$ cat src/rtl/hcr_pkg.sv
// package: offsets, field positions, reset values and types of the host config registers
package hcr_pkg;
  // host i/o register offsets
  localparam logic [3:0] HCR_OFS_CMD   = 4'h0;
  localparam logic [3:0] HCR_OFS_STAT  = 4'h2;
  localparam logic [3:0] HCR_OFS_CTRL  = 4'h6;
  localparam logic [3:0] HCR_OFS_PAGE  = 4'h8;
  // setup slot register indices
  localparam logic [2:0] HCR_OPT_ARB   = 3'h3;
  localparam logic [2:0] HCR_OPT_XCVR  = 3'h4;
  localparam logic [2:0] HCR_OPT_MISC  = 3'h5;
  localparam logic [2:0] HCR_OPT_SUBLO = 3'h6;
  localparam logic [2:0] HCR_OPT_SUBHI = 3'h7;
  // field positions
  localparam int HCR_STAT_EMPTY_BIT = 6;
  localparam int HCR_STAT_FULL_BIT  = 5;
  localparam int HCR_CTRL_ATTENTION_REQUEST_BIT  = 7;
  localparam int HCR_CTRL_RST_BIT   = 6;
  localparam int HCR_CTRL_IRQE_BIT  = 3;
  localparam int HCR_PAGE_SHIFT     = 12;
  // control register writable bits (reserved bits kept at zero)
  localparam logic [7:0] HCR_CTRL_MASK = 8'hC8;
  // reset values
  localparam logic [3:0] HCR_ARB_RESET = 4'hA;
  localparam logic [1:0] HCR_WSZ_RESET = 2'h0;
  localparam logic [1:0] HCR_IRQ_RESET = 2'h0;
  localparam logic [1:0] HCR_BND_RESET = 2'h0;
  // extended option space
  localparam logic [15:0] HCR_SUB_PROM_LO = 16'h0001;
  localparam logic [15:0] HCR_SUB_PROM_HI = 16'h00FF;
  localparam logic [15:0] HCR_SUB_CMP_LO  = 16'h0100;
  localparam logic [15:0] HCR_SUB_CMP_HI  = 16'h0104;
  localparam int          HCR_CMP_COUNT   = 5;

  // decoded setup options handed to the rest of the adapter
  typedef struct packed {
    logic [1:0] windowSizeSelect;
    logic       windowEnable;
    logic [3:0] arbitrationPriority;
    logic       fairnessEnable;
    logic       onboardTransceiverSelect;
    logic [1:0] burstBoundarySelect;
    logic [1:0] irqLevelSelect;
  } hcr_opt_t;

  // host i/o access
  typedef struct packed {
    logic       rd;
    logic       wr;
    logic [3:0] addr;
    logic [7:0] data;
  } hcr_io_t;
endpackage

$ cat src/rtl/host_config_regs.sv
// host-facing setup-slot option fields, subaddress port and host i/o registers
`timescale 1ns/1ps
module host_config_regs
  import hcr_pkg::*;
#(
  parameter int ADDR_W = 20
) (
  // clock, reset, enable
  input  wire logic              clk,
  input  wire logic              arst_n,
  input  wire logic              clkEn,
  // setup slot access (option registers)
  input  wire logic              optWr,
  input  wire logic              optRd,
  input  wire logic [2:0]        optAddr,
  input  wire logic [7:0]        optWdata,
  output logic      [7:0]        optRdata,
  // extended option space lookup (PROM)
  output logic      [7:0]        promAddr,
  input  wire logic [7:0]        promData,
  // host i/o register access
  input  wire hcr_io_t           hostIo,
  output logic      [7:0]        hostRdata,
  // local processor side of command register
  input  wire logic              lpWr,
  input  wire logic              lpRd,
  input  wire logic [7:0]        lpWdata,
  output logic      [7:0]        lpRdata,
  // host memory window access
  input  wire logic              winReq,
  input  wire logic [15:0]       winOffset,
  output logic                   winHit,
  output logic      [ADDR_W-1:0] winAdapterAddr,
  // decoded options and side effects
  output hcr_opt_t               opts,
  output logic      [6:0]        windowBytesK,
  output logic      [3:0]        hostIrqLevel,
  output logic      [6:0]        burstBytes,
  output logic      [39:0]       baseCompareBits,
  output logic                   hostIrq,
  output logic                   adapterNmi,
  output logic                   adapterHardReset
);

  initial begin
    if (ADDR_W < 20) $error("ADDR_W must hold page plus shift");
  end

  // ==================================================
  // ADDR_W covers the adapter-side address space; the page register supplies
  // eight bits above a twelve-bit page offset, so anything narrower than twenty
  // bits would silently drop page bits from the window translation.
  // wider buses are fine: the upper bits of the translated address stay zero apart from bit twenty, which takes the carry of the page plus offset sum.

  // ==================================================
  // reset release
  // arst_n comes straight off the host bus reset line and may drop at any time;
  // entry into reset is immediate, but release is retimed so that no flop sees
  // its reset leave within the setup window of a clock edge.
  // everything below uses rstN, never arst_n directly.
  // two flops so release is synchronous to clk
  logic rstSync1, rstSync2;
  always_ff @(posedge clk or negedge arst_n) begin
    if (!arst_n) begin
      rstSync1 <= 1'b0;
      rstSync2 <= 1'b0;
    end else begin
      rstSync1 <= 1'b1;
      rstSync2 <= rstSync1;
    end
  end
  wire logic rstN = rstSync2;

  // ==================================================
  // state
  // opt_reg: decoded setup-slot option fields, survive the adapter hard reset
  // sub_reg: extended option space pointer, zero means normal register three
  // cmp_reg: extra base-address compare bytes behind the subaddress port
  // h2a/a2h: the two halves of the byte-wide command register
  // empty/full: handshake flags seen by the host in the status byte
  hcr_opt_t    opt_reg;
  logic [15:0] sub_reg;
  logic [7:0]  cmp_reg [HCR_CMP_COUNT];
  logic [7:0]  h2a_reg, a2h_reg, ctrl_reg, page_reg;
  logic        empty_reg, full_reg, hardRst_reg;

  // ==================================================
  // decode
  // host strobes are single-cycle and qualified by the offset here; clkEn is
  // applied in each process so a frozen cycle takes no write and no read.
  // register three writes split by the subaddress: zero hits the arbitration
  // byte, the compare range lands in cmp_reg, the prom range is read-only and
  // anything else in the extended space is simply dropped.
  wire logic hWr      = hostIo.wr;
  wire logic hRd      = hostIo.rd;
  wire logic hCmdWr   = hWr && hostIo.addr == HCR_OFS_CMD;
  wire logic hCmdRd   = hRd && hostIo.addr == HCR_OFS_CMD;
  wire logic hCtrlWr  = hWr && hostIo.addr == HCR_OFS_CTRL;
  wire logic hPageWr  = hWr && hostIo.addr == HCR_OFS_PAGE;
  wire logic subZero  = sub_reg == 16'h0000;
  wire logic subProm  = sub_reg >= HCR_SUB_PROM_LO && sub_reg <= HCR_SUB_PROM_HI;
  wire logic subCmp   = sub_reg >= HCR_SUB_CMP_LO && sub_reg <= HCR_SUB_CMP_HI;
  wire logic [2:0] cmpIdx = sub_reg[2:0];
  wire logic optWrArb = optWr && optAddr == HCR_OPT_ARB && subZero;
  wire logic optWrExt = optWr && optAddr == HCR_OPT_ARB && subCmp;
  // hard reset held while both attention and reset are set
  wire logic hardNow  = ctrl_reg[HCR_CTRL_ATTENTION_REQUEST_BIT] && ctrl_reg[HCR_CTRL_RST_BIT];
  wire logic adaRst   = hardRst_reg;

  // ==================================================
  // setup option registers; adapter hard reset does not touch setup state
  // these fields belong to the host's configuration pass, so only the host bus
  // reset returns them to their power-up values.
  // option register five packs three two-bit fields; window size sits at bits
  // three and two because bits four and five carry the interrupt level.
  // reserved bits of every option byte are dropped on write.
  always_ff @(posedge clk or negedge rstN) begin
    if (!rstN) begin
      opt_reg <= '{windowSizeSelect: HCR_WSZ_RESET, windowEnable: 1'b0,
                   arbitrationPriority: HCR_ARB_RESET, fairnessEnable: 1'b0,
                   onboardTransceiverSelect: 1'b0, burstBoundarySelect: HCR_BND_RESET,
                   irqLevelSelect: HCR_IRQ_RESET};
      sub_reg <= 16'h0000;
    end else if (clkEn && optWr) begin
      if (optWrArb) begin
        opt_reg.arbitrationPriority <= optWdata[3:0];
        opt_reg.fairnessEnable      <= optWdata[4];
      end else if (optAddr == HCR_OPT_XCVR) begin
        opt_reg.windowEnable             <= optWdata[0];
        opt_reg.onboardTransceiverSelect <= optWdata[1];
      end else if (optAddr == HCR_OPT_MISC) begin
        opt_reg.burstBoundarySelect <= optWdata[1:0];
        opt_reg.irqLevelSelect      <= optWdata[5:4];
        opt_reg.windowSizeSelect    <= optWdata[3:2];
      end else if (optAddr == HCR_OPT_SUBLO) begin
        sub_reg[7:0] <= optWdata;
      end else if (optAddr == HCR_OPT_SUBHI) begin
        sub_reg[15:8] <= optWdata;
      end
    end
  end

  // extended compare bytes at subaddresses 0100 to 0104
  // only the low three subaddress bits index the array; the range test above
  // guarantees the index stays inside the five entries.
  // the compare logic itself lives outside this block and reads baseCompareBits.
  always_ff @(posedge clk or negedge rstN) begin
    if (!rstN) begin
      for (int i = 0; i < HCR_CMP_COUNT; i++) cmp_reg[i] <= 8'h00;
    end else if (clkEn && optWrExt) begin
      cmp_reg[cmpIdx] <= optWdata;
    end
  end

  // option read: register three doubles as extended-space port
  // the prom is read combinationally through promAddr, so its data is settled
  // within the cycle of the strobe and captured with the other option bytes.
  // option register five reads back its two fixed high bits as ones.
  // unused subaddresses read as zero rather than floating.
  assign promAddr = sub_reg[7:0];
  wire logic [7:0] extData = subProm ? promData : (subCmp ? cmp_reg[cmpIdx] : 8'h00);
  wire logic [7:0] arbByte = {3'b000, opt_reg.fairnessEnable, opt_reg.arbitrationPriority};
  wire logic [7:0] xcvrByte = {6'b000000, opt_reg.onboardTransceiverSelect, opt_reg.windowEnable};
  wire logic [7:0] miscByte = {2'b11, opt_reg.irqLevelSelect, opt_reg.windowSizeSelect,
                               opt_reg.burstBoundarySelect};
  wire logic [7:0] optSel =
    (optAddr == HCR_OPT_ARB)   ? (subZero ? arbByte : extData) :
    (optAddr == HCR_OPT_XCVR)  ? xcvrByte :
    (optAddr == HCR_OPT_MISC)  ? miscByte :
    (optAddr == HCR_OPT_SUBLO) ? sub_reg[7:0] :
    (optAddr == HCR_OPT_SUBHI) ? sub_reg[15:8] : 8'h00;
  always_ff @(posedge clk or negedge rstN) begin
    if (!rstN) optRdata <= 8'h00;
    else if (clkEn && optRd) optRdata <= optSel;
  end

  // ==================================================
  // host control and page; cleared only by the host bus reset
  // the hard reset must not clear ctrl_reg: it is ctrl_reg that holds the
  // attention and reset bits, and clearing them would end the hard reset at once.
  // hard reset is registered, which costs one cycle of lag but keeps the
  // adapter reset free of decode glitches.
  // reserved control bits are masked off so they always read back as zero.
  always_ff @(posedge clk or negedge rstN) begin
    if (!rstN) begin
      ctrl_reg <= 8'h00;
      page_reg <= 8'h00;
      hardRst_reg <= 1'b0;
    end else if (clkEn) begin
      if (hCtrlWr) ctrl_reg <= hostIo.data & HCR_CTRL_MASK;
      if (hPageWr) page_reg <= hostIo.data;
      hardRst_reg <= hardNow;
    end
  end

  // ==================================================
  // command register, two directions, with handshake flags
  // a write beats a read when both land in one cycle, so no byte is lost
  // the empty flag: a host write in the same cycle as a local read leaves the
  // new byte unread, so the register stays marked not empty.
  // the full flag: a local write in the cycle of a host read is a new byte,
  // so full stays set and the host interrupt is kept.
  // during the hard reset both flags sit at their idle values and command
  // bytes from either side are dropped.
  always_ff @(posedge clk or negedge rstN) begin
    if (!rstN) begin
      h2a_reg <= 8'h00;
      a2h_reg <= 8'h00;
      empty_reg <= 1'b1;
      full_reg <= 1'b0;
    end else if (clkEn) begin
      if (adaRst) begin
        empty_reg <= 1'b1;
        full_reg <= 1'b0;
      end else begin
        if (hCmdWr) h2a_reg <= hostIo.data;
        if (lpWr) a2h_reg <= lpWdata;
        if (lpRd && !hCmdWr) empty_reg <= 1'b1;
        else if (hCmdWr) empty_reg <= 1'b0;
        if (lpWr) full_reg <= 1'b1;
        else if (hCmdRd) full_reg <= 1'b0;
      end
    end
  end
  assign lpRdata = h2a_reg;

  // host read mux; reserved status bits read as zero
  // read data is captured on the strobe edge and then holds until the next
  // host read, so a slow host may sample it late without losing it.
  // unmapped offsets return zero.
  wire logic [7:0] statByte = {1'b0, empty_reg, full_reg, 5'b00000};
  wire logic [7:0] hostSel =
    (hostIo.addr == HCR_OFS_CMD)  ? a2h_reg :
    (hostIo.addr == HCR_OFS_STAT) ? statByte :
    (hostIo.addr == HCR_OFS_CTRL) ? ctrl_reg :
    (hostIo.addr == HCR_OFS_PAGE) ? page_reg : 8'h00;
  always_ff @(posedge clk or negedge rstN) begin
    if (!rstN) hostRdata <= 8'h00;
    else if (clkEn && hRd) hostRdata <= hostSel;
  end

  // ==================================================
  // side effects
  // attention alone gives nmi; with reset set it becomes the hard reset instead
  // both are levels: the local processor is expected to edge-detect the nmi.
  // the host interrupt is a level as well and drops when the host reads the
  // command byte or clears the enable bit.
  // the host bus must map hostIrqLevel onto the matching request line.
  assign adapterNmi       = ctrl_reg[HCR_CTRL_ATTENTION_REQUEST_BIT] && !ctrl_reg[HCR_CTRL_RST_BIT];
  assign adapterHardReset = hardRst_reg;
  assign hostIrq = full_reg && ctrl_reg[HCR_CTRL_IRQE_BIT];

  // ==================================================
  // decoded option outputs
  // window size code 11 is unsupported and decodes to zero kilobytes, which
  // also keeps the window closed in the hit test below.
  // burst boundary code 00 gives zero, meaning no forced release of the bus.
  // the interrupt level is a plain offset from level nine.
  assign opts = opt_reg;
  assign windowBytesK = (opt_reg.windowSizeSelect == 2'b00) ? 7'd16 :
                        (opt_reg.windowSizeSelect == 2'b01) ? 7'd32 :
                        (opt_reg.windowSizeSelect == 2'b10) ? 7'd64 : 7'd0;
  assign hostIrqLevel = 4'd9 + {2'b00, opt_reg.irqLevelSelect};
  assign burstBytes = (opt_reg.burstBoundarySelect == 2'b00) ? 7'd0 :
                      (opt_reg.burstBoundarySelect == 2'b01) ? 7'd16 :
                      (opt_reg.burstBoundarySelect == 2'b10) ? 7'd32 : 7'd64;
  assign baseCompareBits = {cmp_reg[4], cmp_reg[3], cmp_reg[2], cmp_reg[1], cmp_reg[0]};

  // ==================================================
  // host window into adapter memory, base on a 4K page boundary
  // the page register moves the window in 4K steps; the offset is added, not
  // or-ed, so a window larger than 4K still maps to contiguous memory.
  // the limit compares against the selected window size; accesses are ignored
  // until the window is enabled.
  // a window that runs past the top of adapter memory wraps at ADDR_W bits.
  wire logic [ADDR_W-1:0] pageBase = ADDR_W'({page_reg, 12'h000});
  wire logic [16:0] winLimit = {windowBytesK, 10'h000};
  wire logic inWin = {1'b0, winOffset} < winLimit;
  assign winHit = winReq && opt_reg.windowEnable && inWin;
  assign winAdapterAddr = pageBase + ADDR_W'(winOffset);

endmodule

$ cat config.mk
export PLATFORM = sky130hd
export DESIGN_NAME = host_config_regs
export DESIGN_NICKNAME = d
export VERILOG_FILES = /design/src/rtl/hcr_pkg.sv /design/src/rtl/host_config_regs.sv
export SDC_FILE = /design/constraint.sdc
export NUM_CORES = 1
export LEC_CHECK = 0
export ABC_AREA = 1
export BUFFER_PORTS_ARGS = -buffer_cell sky130_fd_sc_hd__buf_2
export CAP_MARGIN = 40
export CORE_MARGIN = 3
export CORE_UTILIZATION = 30
export CTS_BUF_LIST = sky130_fd_sc_hd__clkbuf_2 sky130_fd_sc_hd__clkbuf_4 sky130_fd_sc_hd__clkbuf_8
export DETAILED_ROUTE_END_ITERATION = 7
export PLACE_DENSITY = 0.61
export SLEW_MARGIN = 20
export SYNTH_ARGS = -nofsm -noshare
export SYNTH_HDL_FRONTEND = slang
export SYNTH_SLANG_ARGS = --single-unit
export TNS_END_PERCENT = 50
$ cat constraint.sdc
create_clock -name clk -period 4.8 [get_ports clk]
set_input_delay 0.72 -clock clk [delete_from_list [all_inputs] [get_ports clk]]
set_output_delay 0.72 -clock clk [all_outputs]
set_load 0.01 [all_outputs]
## After elaboration in Yosys (flattened, before gate mapping)

Cells that the tools add are included.

- $add $sub $neg: 2
- $mul: 0
- Div/mod/pow operators: 0
- $lt $le $gt $ge: 7
- Eq/ne operators: 12
- Shift operators: 0
- Muxes and demuxes: 30
- Bitwise operators: 6
- Reduce and logical (&&, ||, !) cells: 39

Operators with widths:

| kind | number |
|---|---|
| 8-bit two-way mux | 15 |
| 7-bit two-way mux | 6 |
| 40-bit bitwise mux | 1 |
| 8-bit binary-select mux with 3-bit select | 1 |
| 8-bit demux with 3-bit select | 1 |
| 20-bit by 16-bit adder with 20-bit output | 1 |
| 1-bit logical AND | 20 |
| 16-bit by 17-bit less-than comparator with 1-bit output | 1 |
| 16-bit by 1-bit greater-or-equal comparator with 1-bit output (second input constant) | 1 |
| 16-bit by 9-bit greater-or-equal comparator with 1-bit output (second input constant) | 1 |
| 16-bit by 8-bit less-or-equal comparator with 1-bit output (second input constant) | 1 |
| 16-bit by 9-bit less-or-equal comparator with 1-bit output (second input constant) | 1 |
| 16-bit logical NOT | 1 |
| 3-bit equality test (second input constant) | 4 |
| 2-bit AND reduction | 5 |
| 3-bit AND reduction | 3 |
| 1-bit two-way mux | 6 |
| 6-bit AND reduction | 1 |
| 3-bit nonzero test | 2 |
| 1-bit inverter | 5 |
| 5-bit AND reduction | 1 |
| 4-bit by 2-bit adder with 4-bit output (first input constant) | 1 |
| 2-bit by 1-bit equality test with 1-bit output (second input constant) | 2 |
| 2-bit equality test (second input constant) | 2 |
| other kinds (11) | 13 |

- Register bits after elaboration: 117
- Bits in latches: 0
- Memory bits (writable): 0
- ROM bits: 0
- Input bits: 65
- Output and inout port bits: 127
- Word-level logic and storage cells: 121
- Memories: 0

## Logic depth before layout (Yosys ltp)

Gate-level depths: netlist (run 1).

- Depth after elaboration: 8
- Mapped depth: 13
- Gate-level depth less buffers: 11

## Worst setup path after synthesis (run 1)

Ideal clock, no wire load.

- Path type: input to output
- From: in winOffset[12]
- To: out winAdapterAddr[18]
- Arrival: 1.936 ns
- Required time: 4.080 ns
- Setup slack: 2.144 ns
- Cell stages on the path: 7
- Cell sequence: ha_1 -> inv_1 -> fa_1 -> nor2_1 -> a211oi_1 -> nor3b_1 -> xor2_1

- Longest elaborated chain between the ends: 1

Ends and longest elaborated chain:

| item | RTL line | RTL |
|---|---|---|
| start, declared | host_config_regs.sv:31 | `input wire logic [15:0] winOffset,` |
| 20-bit by 16-bit adder with 20-bit output | host_config_regs.sv:280 | `assign winAdapterAddr = pageBase + ADDR_W'(winOffset);` |
| end, declared | host_config_regs.sv:33 | `output logic [ADDR_W-1:0] winAdapterAddr,` |

Every way passes these cells.

## Worst setup path in the final report (run 1)

- From: reg sub_reg[0]
- To: reg cmp_reg, in the netlist baseCompareBits[18]

- Longest elaborated chain between the ends: 6
- Elaborated cells on any way between the ends: 12
- Classes of those cells: order compare: 4; mux: 3; bitwise: 1; reduce/logical: 4

Ends and longest elaborated chain:

| item | RTL line | RTL |
|---|---|---|
| start, declared | host_config_regs.sv:82 | `logic [15:0] sub_reg;` |
| start signal, assigned | host_config_regs.sv:136 | `sub_reg[7:0] <= optWdata;` |
| 3-bit inverter with 4-bit output (implied by the code) | host_config_regs.sv:151 | `cmp_reg[cmpIdx] <= optWdata;` |
| 4-bit greater-or-equal comparator (implied by the code) / 4-bit by 1-bit less-than comparator with 1-bit output (equally long branches) | host_config_regs.sv:151 |  |
| 1-bit logical AND (implied by the code) | host_config_regs.sv:151 |  |
| 8-bit two-way mux (implied by the code) | host_config_regs.sv:151 |  |
| 8-bit demux with 3-bit select | host_config_regs.sv:151 |  |
| 40-bit bitwise mux | host_config_regs.sv:151 |  |
| end signal, assigned by index | host_config_regs.sv:151 |  |
| end, declared | host_config_regs.sv:83 | `logic [7:0] cmp_reg [HCR_CMP_COUNT];` |

Parallel ways exist; a longest one is shown, timed or not.
A chain may end at the register's enable or synchronous reset.

==> results.yml, run 1 <==
worst_setup_path:
  end_kind: "register"
  critPathRequiredTime_ns: 5.14
  crit_fanout: 23
  arrival_ns: 3.47
  critPathKind: "reg2reg"
  start_kind: "register"
die:
  die_w_um: 149.5
  dieHeight_um: 149.5
  start_util_pct: 31.15
  fp.coreArea_um2: 19850
  io_pins: 192
  num_rows: 51
  dieArea_um2: 22360
detailed_routing:
  viasPerCell: 4.641
  wire_per_inst_um: 15.71
  ant_nets: 0
  drt_iter0_drc: 378
  dr_total_vias: 5583
  drt_pass1_iterations: 5
  routed_wl_um: 18900
  drc: 0
logic_synthesis:
  synth-edff-count: 0
  async_reset_ff_share_pct: 100.0
  synth_top_area_share_pct: 46.15
  ys_ff_latch: 117
  synth_area_leaders: "dfrtp_1, nand2_1, o21ai_0"
  synth_warnings: 0
  netlist_instances: 789
  seq_area_frac_synth_pct: 47.43
  synth_ff_type: "dfrtp_1"
  synth_common_cells: "nand2_1, dfrtp_1, inv_1, o21ai_0, nor2_1"
  syn_area_um2: 6181
  ys_types: 42
  yosysTopAreaCell: "dfrtp_1"
  yosysMostFrequentCell: "nand2_1"
  syn_area_per_cell_um2: 7.834
placed_design:
  globalplace.congestion: 0.8668
  placed_area_um2: 7038
  port_buffers: 158
  post-dp-hpwl_um: 14150
timing:
  post-route-period-util_pct: 65.22
  final_max_slew_viol_count: 0
  fin_skew_ns: 0.01177
  period_needed_ns: 3.131
  hold_viol: 0
  fmax_mhz: 319.4
  finalSetupViolations: 0
  setup-tns-final_ns: 0
  tightest_slew_ns: 0.7792
  grt_setup_unrepaired: "no"
  relSlewSlack_pct: 47.86
grt:
  grt_max_degree: 57
  grt-ovfl-total: 0
  antenna_found_initial: 0
  track_usage_pct: 16.99
  grt_pass1_wl_um: 29170
  first_global_vias: 5200
power_and_ir_drop:
  power_mw: 2.864
  power_density_nw_per_um2: 381.7
  p_leak_nw: 3.988
  ir_drop_uv: 187.4
cells_and_area:
  drive_gt1_share_pct: 25.05
  largest_reg_flops: 40
  layout.nets: 997
  fin_area_um2: 7503
  antennaDiodeCount: 0
  syn_to_final_growth_pct: 21.40
clock_network:
  cts_resized: 0
  clock_sinks: 117
  numCtsBuffers: 17
  postCtsSetupBuffers: 0
  clk_pin_slew_ns: 0.08
  clockBufferDepth: 2
  tritoncts: "done"
  cts_root_buf: "clkbuf_8"
  htree_levels: 4
  clk_latency_ns: 0.45
  postCtsHoldBufs: 0
outcome:
  outcome: "finished clean"
min_path:
  hold_class: "in2async"
run:
  drv_cap: 0
critical path, cell delays in order (launching register included):
cell and delay (ns):
dfrtp_1 0.66, nor2_4 0.34, nand2_1 0.33, nor2_1 0.18, nand2_1 0.06, nand2_1 0.33
nand3_1 0.44, nor2_1 0.26, nand2_1 0.24, nand2_1 0.12, nand2_1 0.06
cell families (layout without fill, tap and decap cells):
| family | after synthesis | count (layout) | share of synthesized area (%) |
|---|---|---|---|
| and+or+nand+nor | 394 | 394 | 27.15 |
| buffers and inverters | 140 | 281 | 10.81 |
| DFF | 117 | 117 | 47.43 |
| AOI/OAI and AO/OA | 115 | 115 | 10.65 |
| muxes | 8 | 8 | 1.458 |
| adders and majority gates | 7 | 7 | 1.538 |
| xor gates and xnor gates | 6 | 6 | 0.8502 |
| other | 2 | 10 | 0.1215 |
final timing paths:
check / startpoint / cells after the start / to / slack, ns
max: sub_reg[0] / 10 / baseCompareBits[18] / 1.67
min: arst_n / 1 / rstN / 0.05
max reg2reg: sub_reg[0] / 10 / baseCompareBits[18] / 1.67
min reg2reg: rstN / 0 / optRdata[5] / 0.24
max in group asynchronous: rstN / 2 / empty_reg / 3.41
min in group clk: rstSync1 / 0 / rstN / 0.35
metal layers:
layer  GRT usage [%]  share of wire, %  vias to the layer above
li1                -                 -                     2738
met1           22.84                44                     2608
met2           27.35                47                      213
met3           4.300               7.6                       24
met4           4.622               1.4                        0
met5               0                 0                        -
power by group:
group	total (mW)	leakage (nW)	internal (mW)	switching [mW]
Clock	1.08	0.222	0.644	0.434
Combinational	0.580	2.30	0.213	0.367
Sequential	1.21	1.47	1.09	0.114
cell type report:
type,instances,area (µm²)
inverters,89,334.1
well taps,265,331.6
clock inverters,12,202.7
flip-flops and latches,117,2935
clock buffers,20,262.8
multi-input cells,540,2611
repair buffers,160,825.8
fillers,2054,12340
per-stage QoR:
| step | utilization [%] | std cells | hold slack, ns | worst slack [ns] |
|---|---|---|---|---|
| after floorplan | - | 797 | 0.3312 | 1.304 |
| after global placement | 35.33 | 1170 | 0.3360 | 1.940 |
| after global routing | 37.81 | 1203 | 0.007333 | 1.300 |
| after CTS | 37.81 | 1203 | 0.005615 | 1.741 |
| final | 37.81 | 1203 | 0.04758 | 1.669 |
| after detailed placement | 35.46 | 1171 | 0.2419 | 1.766 |
placed cells by master (no fill, tap or decap), types with 3 or more instances in the layout:
| master | count |
|---|---|
| xor2_1 | 5 |
| a31oi_1 | 4 |
| nor2_1 | 64 |
| inv_1 | 81 |
| nor3_1 | 3 |
| o21ai_0 | 66 |
| buf_2 | 158 |
| nand3_1 | 43 |
| conb_1 | 10 |
| clkinvlp_4 | 4 |
| nand2_4 | 3 |
| clkinv_1 | 3 |
| nand2_1 | 260 |
| nor2_2 | 4 |
| a21oi_2 | 8 |
| bufinv_16 | 5 |
| o211ai_1 | 4 |
| dfrtp_1 | 113 |
| nand4_1 | 5 |
| nor2_4 | 7 |
| inv_2 | 5 |
| clkbuf_8 | 18 |
| dfstp_2 | 3 |
| o21ai_1 | 5 |
| ha_1 | 6 |
| a21oi_1 | 16 |
| mux2_2 | 8 |
Note: power is estimated with default switching activity, not from simulation.
==> inputs of run 2 (changes only) <==
Clock period 4.8 ns to 3.2 ns, I/O delays scaled along.
==> run 2 against run 1 <==
- sequential share of layout area increased by 0.12 points
- die area unchanged
- combinational power increased by 52%
- critical path type is now reg2out
- sequential power increased by 49%
- routed wire length decreased by 0.91%
- utilization decreased by 0.12 points
==> results.yml, run 2 (same netlist as run 1, synthesis figures left out) <==
detailed_routing:
  viasPerCell: 4.621
  drt_pass1_iterations: 5
  dr_total_vias: 5577
  drt_iter0_drc: 371
  wire_per_inst_um: 15.51
  drc: 0
  routed_wl_um: 18720
  ant_nets: 0
die:
  num_rows: 51
  dieArea_um2: 22360
  start_util_pct: 31.15
  die_w_um: 149.5
  dieHeight_um: 149.5
  fp.coreArea_um2: 19850
  io_pins: 192
timing:
  hold_viol: 0
  grt_setup_unrepaired: "no"
  post-route-period-util_pct: 84.28
  period_needed_ns: 2.697
  final_max_slew_viol_count: 0
  finalSetupViolations: 0
  setup-tns-final_ns: 0
  relSlewSlack_pct: 47.34
  fin_skew_ns: 0.01243
  tightest_slew_ns: 0.7870
  fmax_mhz: 370.8
grt:
  track_usage_pct: 16.54
  grt-ovfl-total: 0
  grt_pass1_wl_um: 28550
  antenna_found_initial: 0
  first_global_vias: 5162
  grt_max_degree: 65
power_and_ir_drop:
  pwr-share-seq_pct: 43.5
  p_leak_nw: 3.987
  p_clk_share_pct: 35.2
  pwr-share-comb_pct: 21.2
  p_int_mw: 2.771
  ir_drop_uv: 285.4
  p_sw_mw: 1.369
  power_density_nw_per_um2: 553.6
  power_mw: 4.141
  switching_share_pct: 33.07
clock_network:
  postCtsSetupBuffers: 0
  clockBufferDepth: 2
  clock_sinks: 117
  clk_latency_ns: 0.44
  numCtsBuffers: 17
  clk_pin_slew_ns: 0.07
  cts_resized: 0
  tritoncts: "done"
  htree_levels: 4
  cts_root_buf: "clkbuf_8"
cells_and_area:
  largest_reg_flops: 40
  fin_area_um2: 7480
  final_common_cell: "nand2_1"
  final_cell_mix: "nand2_1, buf_2, dfrtp_1"
  antennaDiodeCount: 0
  syn_to_final_growth_pct: 21.01
  drive_gt1_share_pct: 25.27
  layout.nets: 1001
outcome:
  outcome: "finished clean"
placed_design:
  placed_area_um2: 7053
  globalplace.congestion: 0.8405
  post-dp-hpwl_um: 14090
  port_buffers: 158
worst_setup_path:
  critPathRequiredTime_ns: 2.72
  slowest_delay_ns: 0.40
  critPathKind: "reg2out"
  crit_fanout: 3
  r2r_start: "sub_reg[1]"
  arrival_ns: 2.22
  path_cells: "ha_1, inv_1, fa_1, nor2_1, a211oi_1, nor3b_1, xor2_1, buf_2"
  start_kind: "register"
  critical_path.slowest_cell: "dfrtp_1"
  end_kind: "output port"
  timing.critical_path.from: "page_reg[0]"
run:
  drv_cap: 0
min_path:
  min_from: "lpWdata[4]"
  hold_class: "in2reg"
run 2: path summary, 6_finish.rpt:
path | depth (start not counted) | slack (ns) | endpoint
max | 8 | 0.50 | winAdapterAddr[18]
min | 2 | 0.27 | a2h_reg[4]
max reg2reg | 10 | 0.66 | baseCompareBits[22]
min reg2reg | 0 | 0.35 | rstN
max in group asynchronous | 1 | 1.98 | baseCompareBits[11]
min in group asynchronous | 2 | 0.35 | rstN
run 2: power by group through the flow:
stage          registers [mW]  logic [mW]  clock network [mW]
6_report                 1.80       0.879                1.46
5_1_grt                  1.83       0.986                1.56
4_1_cts                  1.81       0.890                1.50
3_5_place_dp             1.83       0.887                   0
3_3_place_gp             1.83       0.875                   0
2_1_floorplan            1.82       0.570                   0
run 2: routing by layer:
metal / wire length [µm] / part of all wire, % / track usage (%) / up-vias
met5: 0 / 0 / 0 / -
met4: 223 / 1.2 / 4.668 / 0
met3: 1473 / 7.9 / 4.240 / 22
met2: 8697 / 46 / 26.86 / 216
met1: 8330 / 44 / 21.94 / 2590
li1: - / - / - / 2749
run 2: layout make-up:
type | count | area [µm²]
Inverter | 89 | 334.1
Timing Repair Buffer | 164 | 850.8
Tap cell | 265 | 331.6
Fill cell | 2100 | 12370
Clock buffer | 21 | 264.0
Sequential cell | 117 | 2935
Multi-Input combinational cell | 540 | 2611
Clock inverter | 11 | 152.6
run 2: stage by stage:
| step | setup WS (ns) | hold slack [ns] | cells | util [%] |
|---|---|---|---|---|
| 2_1_floorplan | 1.024 | 0.1844 | 797 | - |
| 3_3_place_gp | 0.8187 | 0.2663 | 1174 | 35.54 |
| 3_5_place_dp | 0.7033 | 0.2676 | 1174 | 35.54 |
| 4_1_cts | 0.4290 | 0.2485 | 1207 | 37.69 |
| 5_1_grt | 0.2703 | 0.2495 | 1207 | 37.69 |
| 6_report | 0.5029 | 0.2743 | 1207 | 37.69 |
run 2: critical path, delay by kind of cell, from the launching register on:
family                     cells  cell delay, ns
xor gates and xnor gates       1            0.17
buffers and inverters          2            0.20
DFF                            1            0.40
adders and majority gates      2            0.58
and+or+nand+nor                2            0.36
AOI/OAI and AO/OA              1            0.07
run 2: repair_timing:
action | 4_1_cts | 5_1_grt
hold buffers | 1 | 0
endpoints found under the setup margin | 0 | 0
endpoints found under the hold margin | 2 | 0
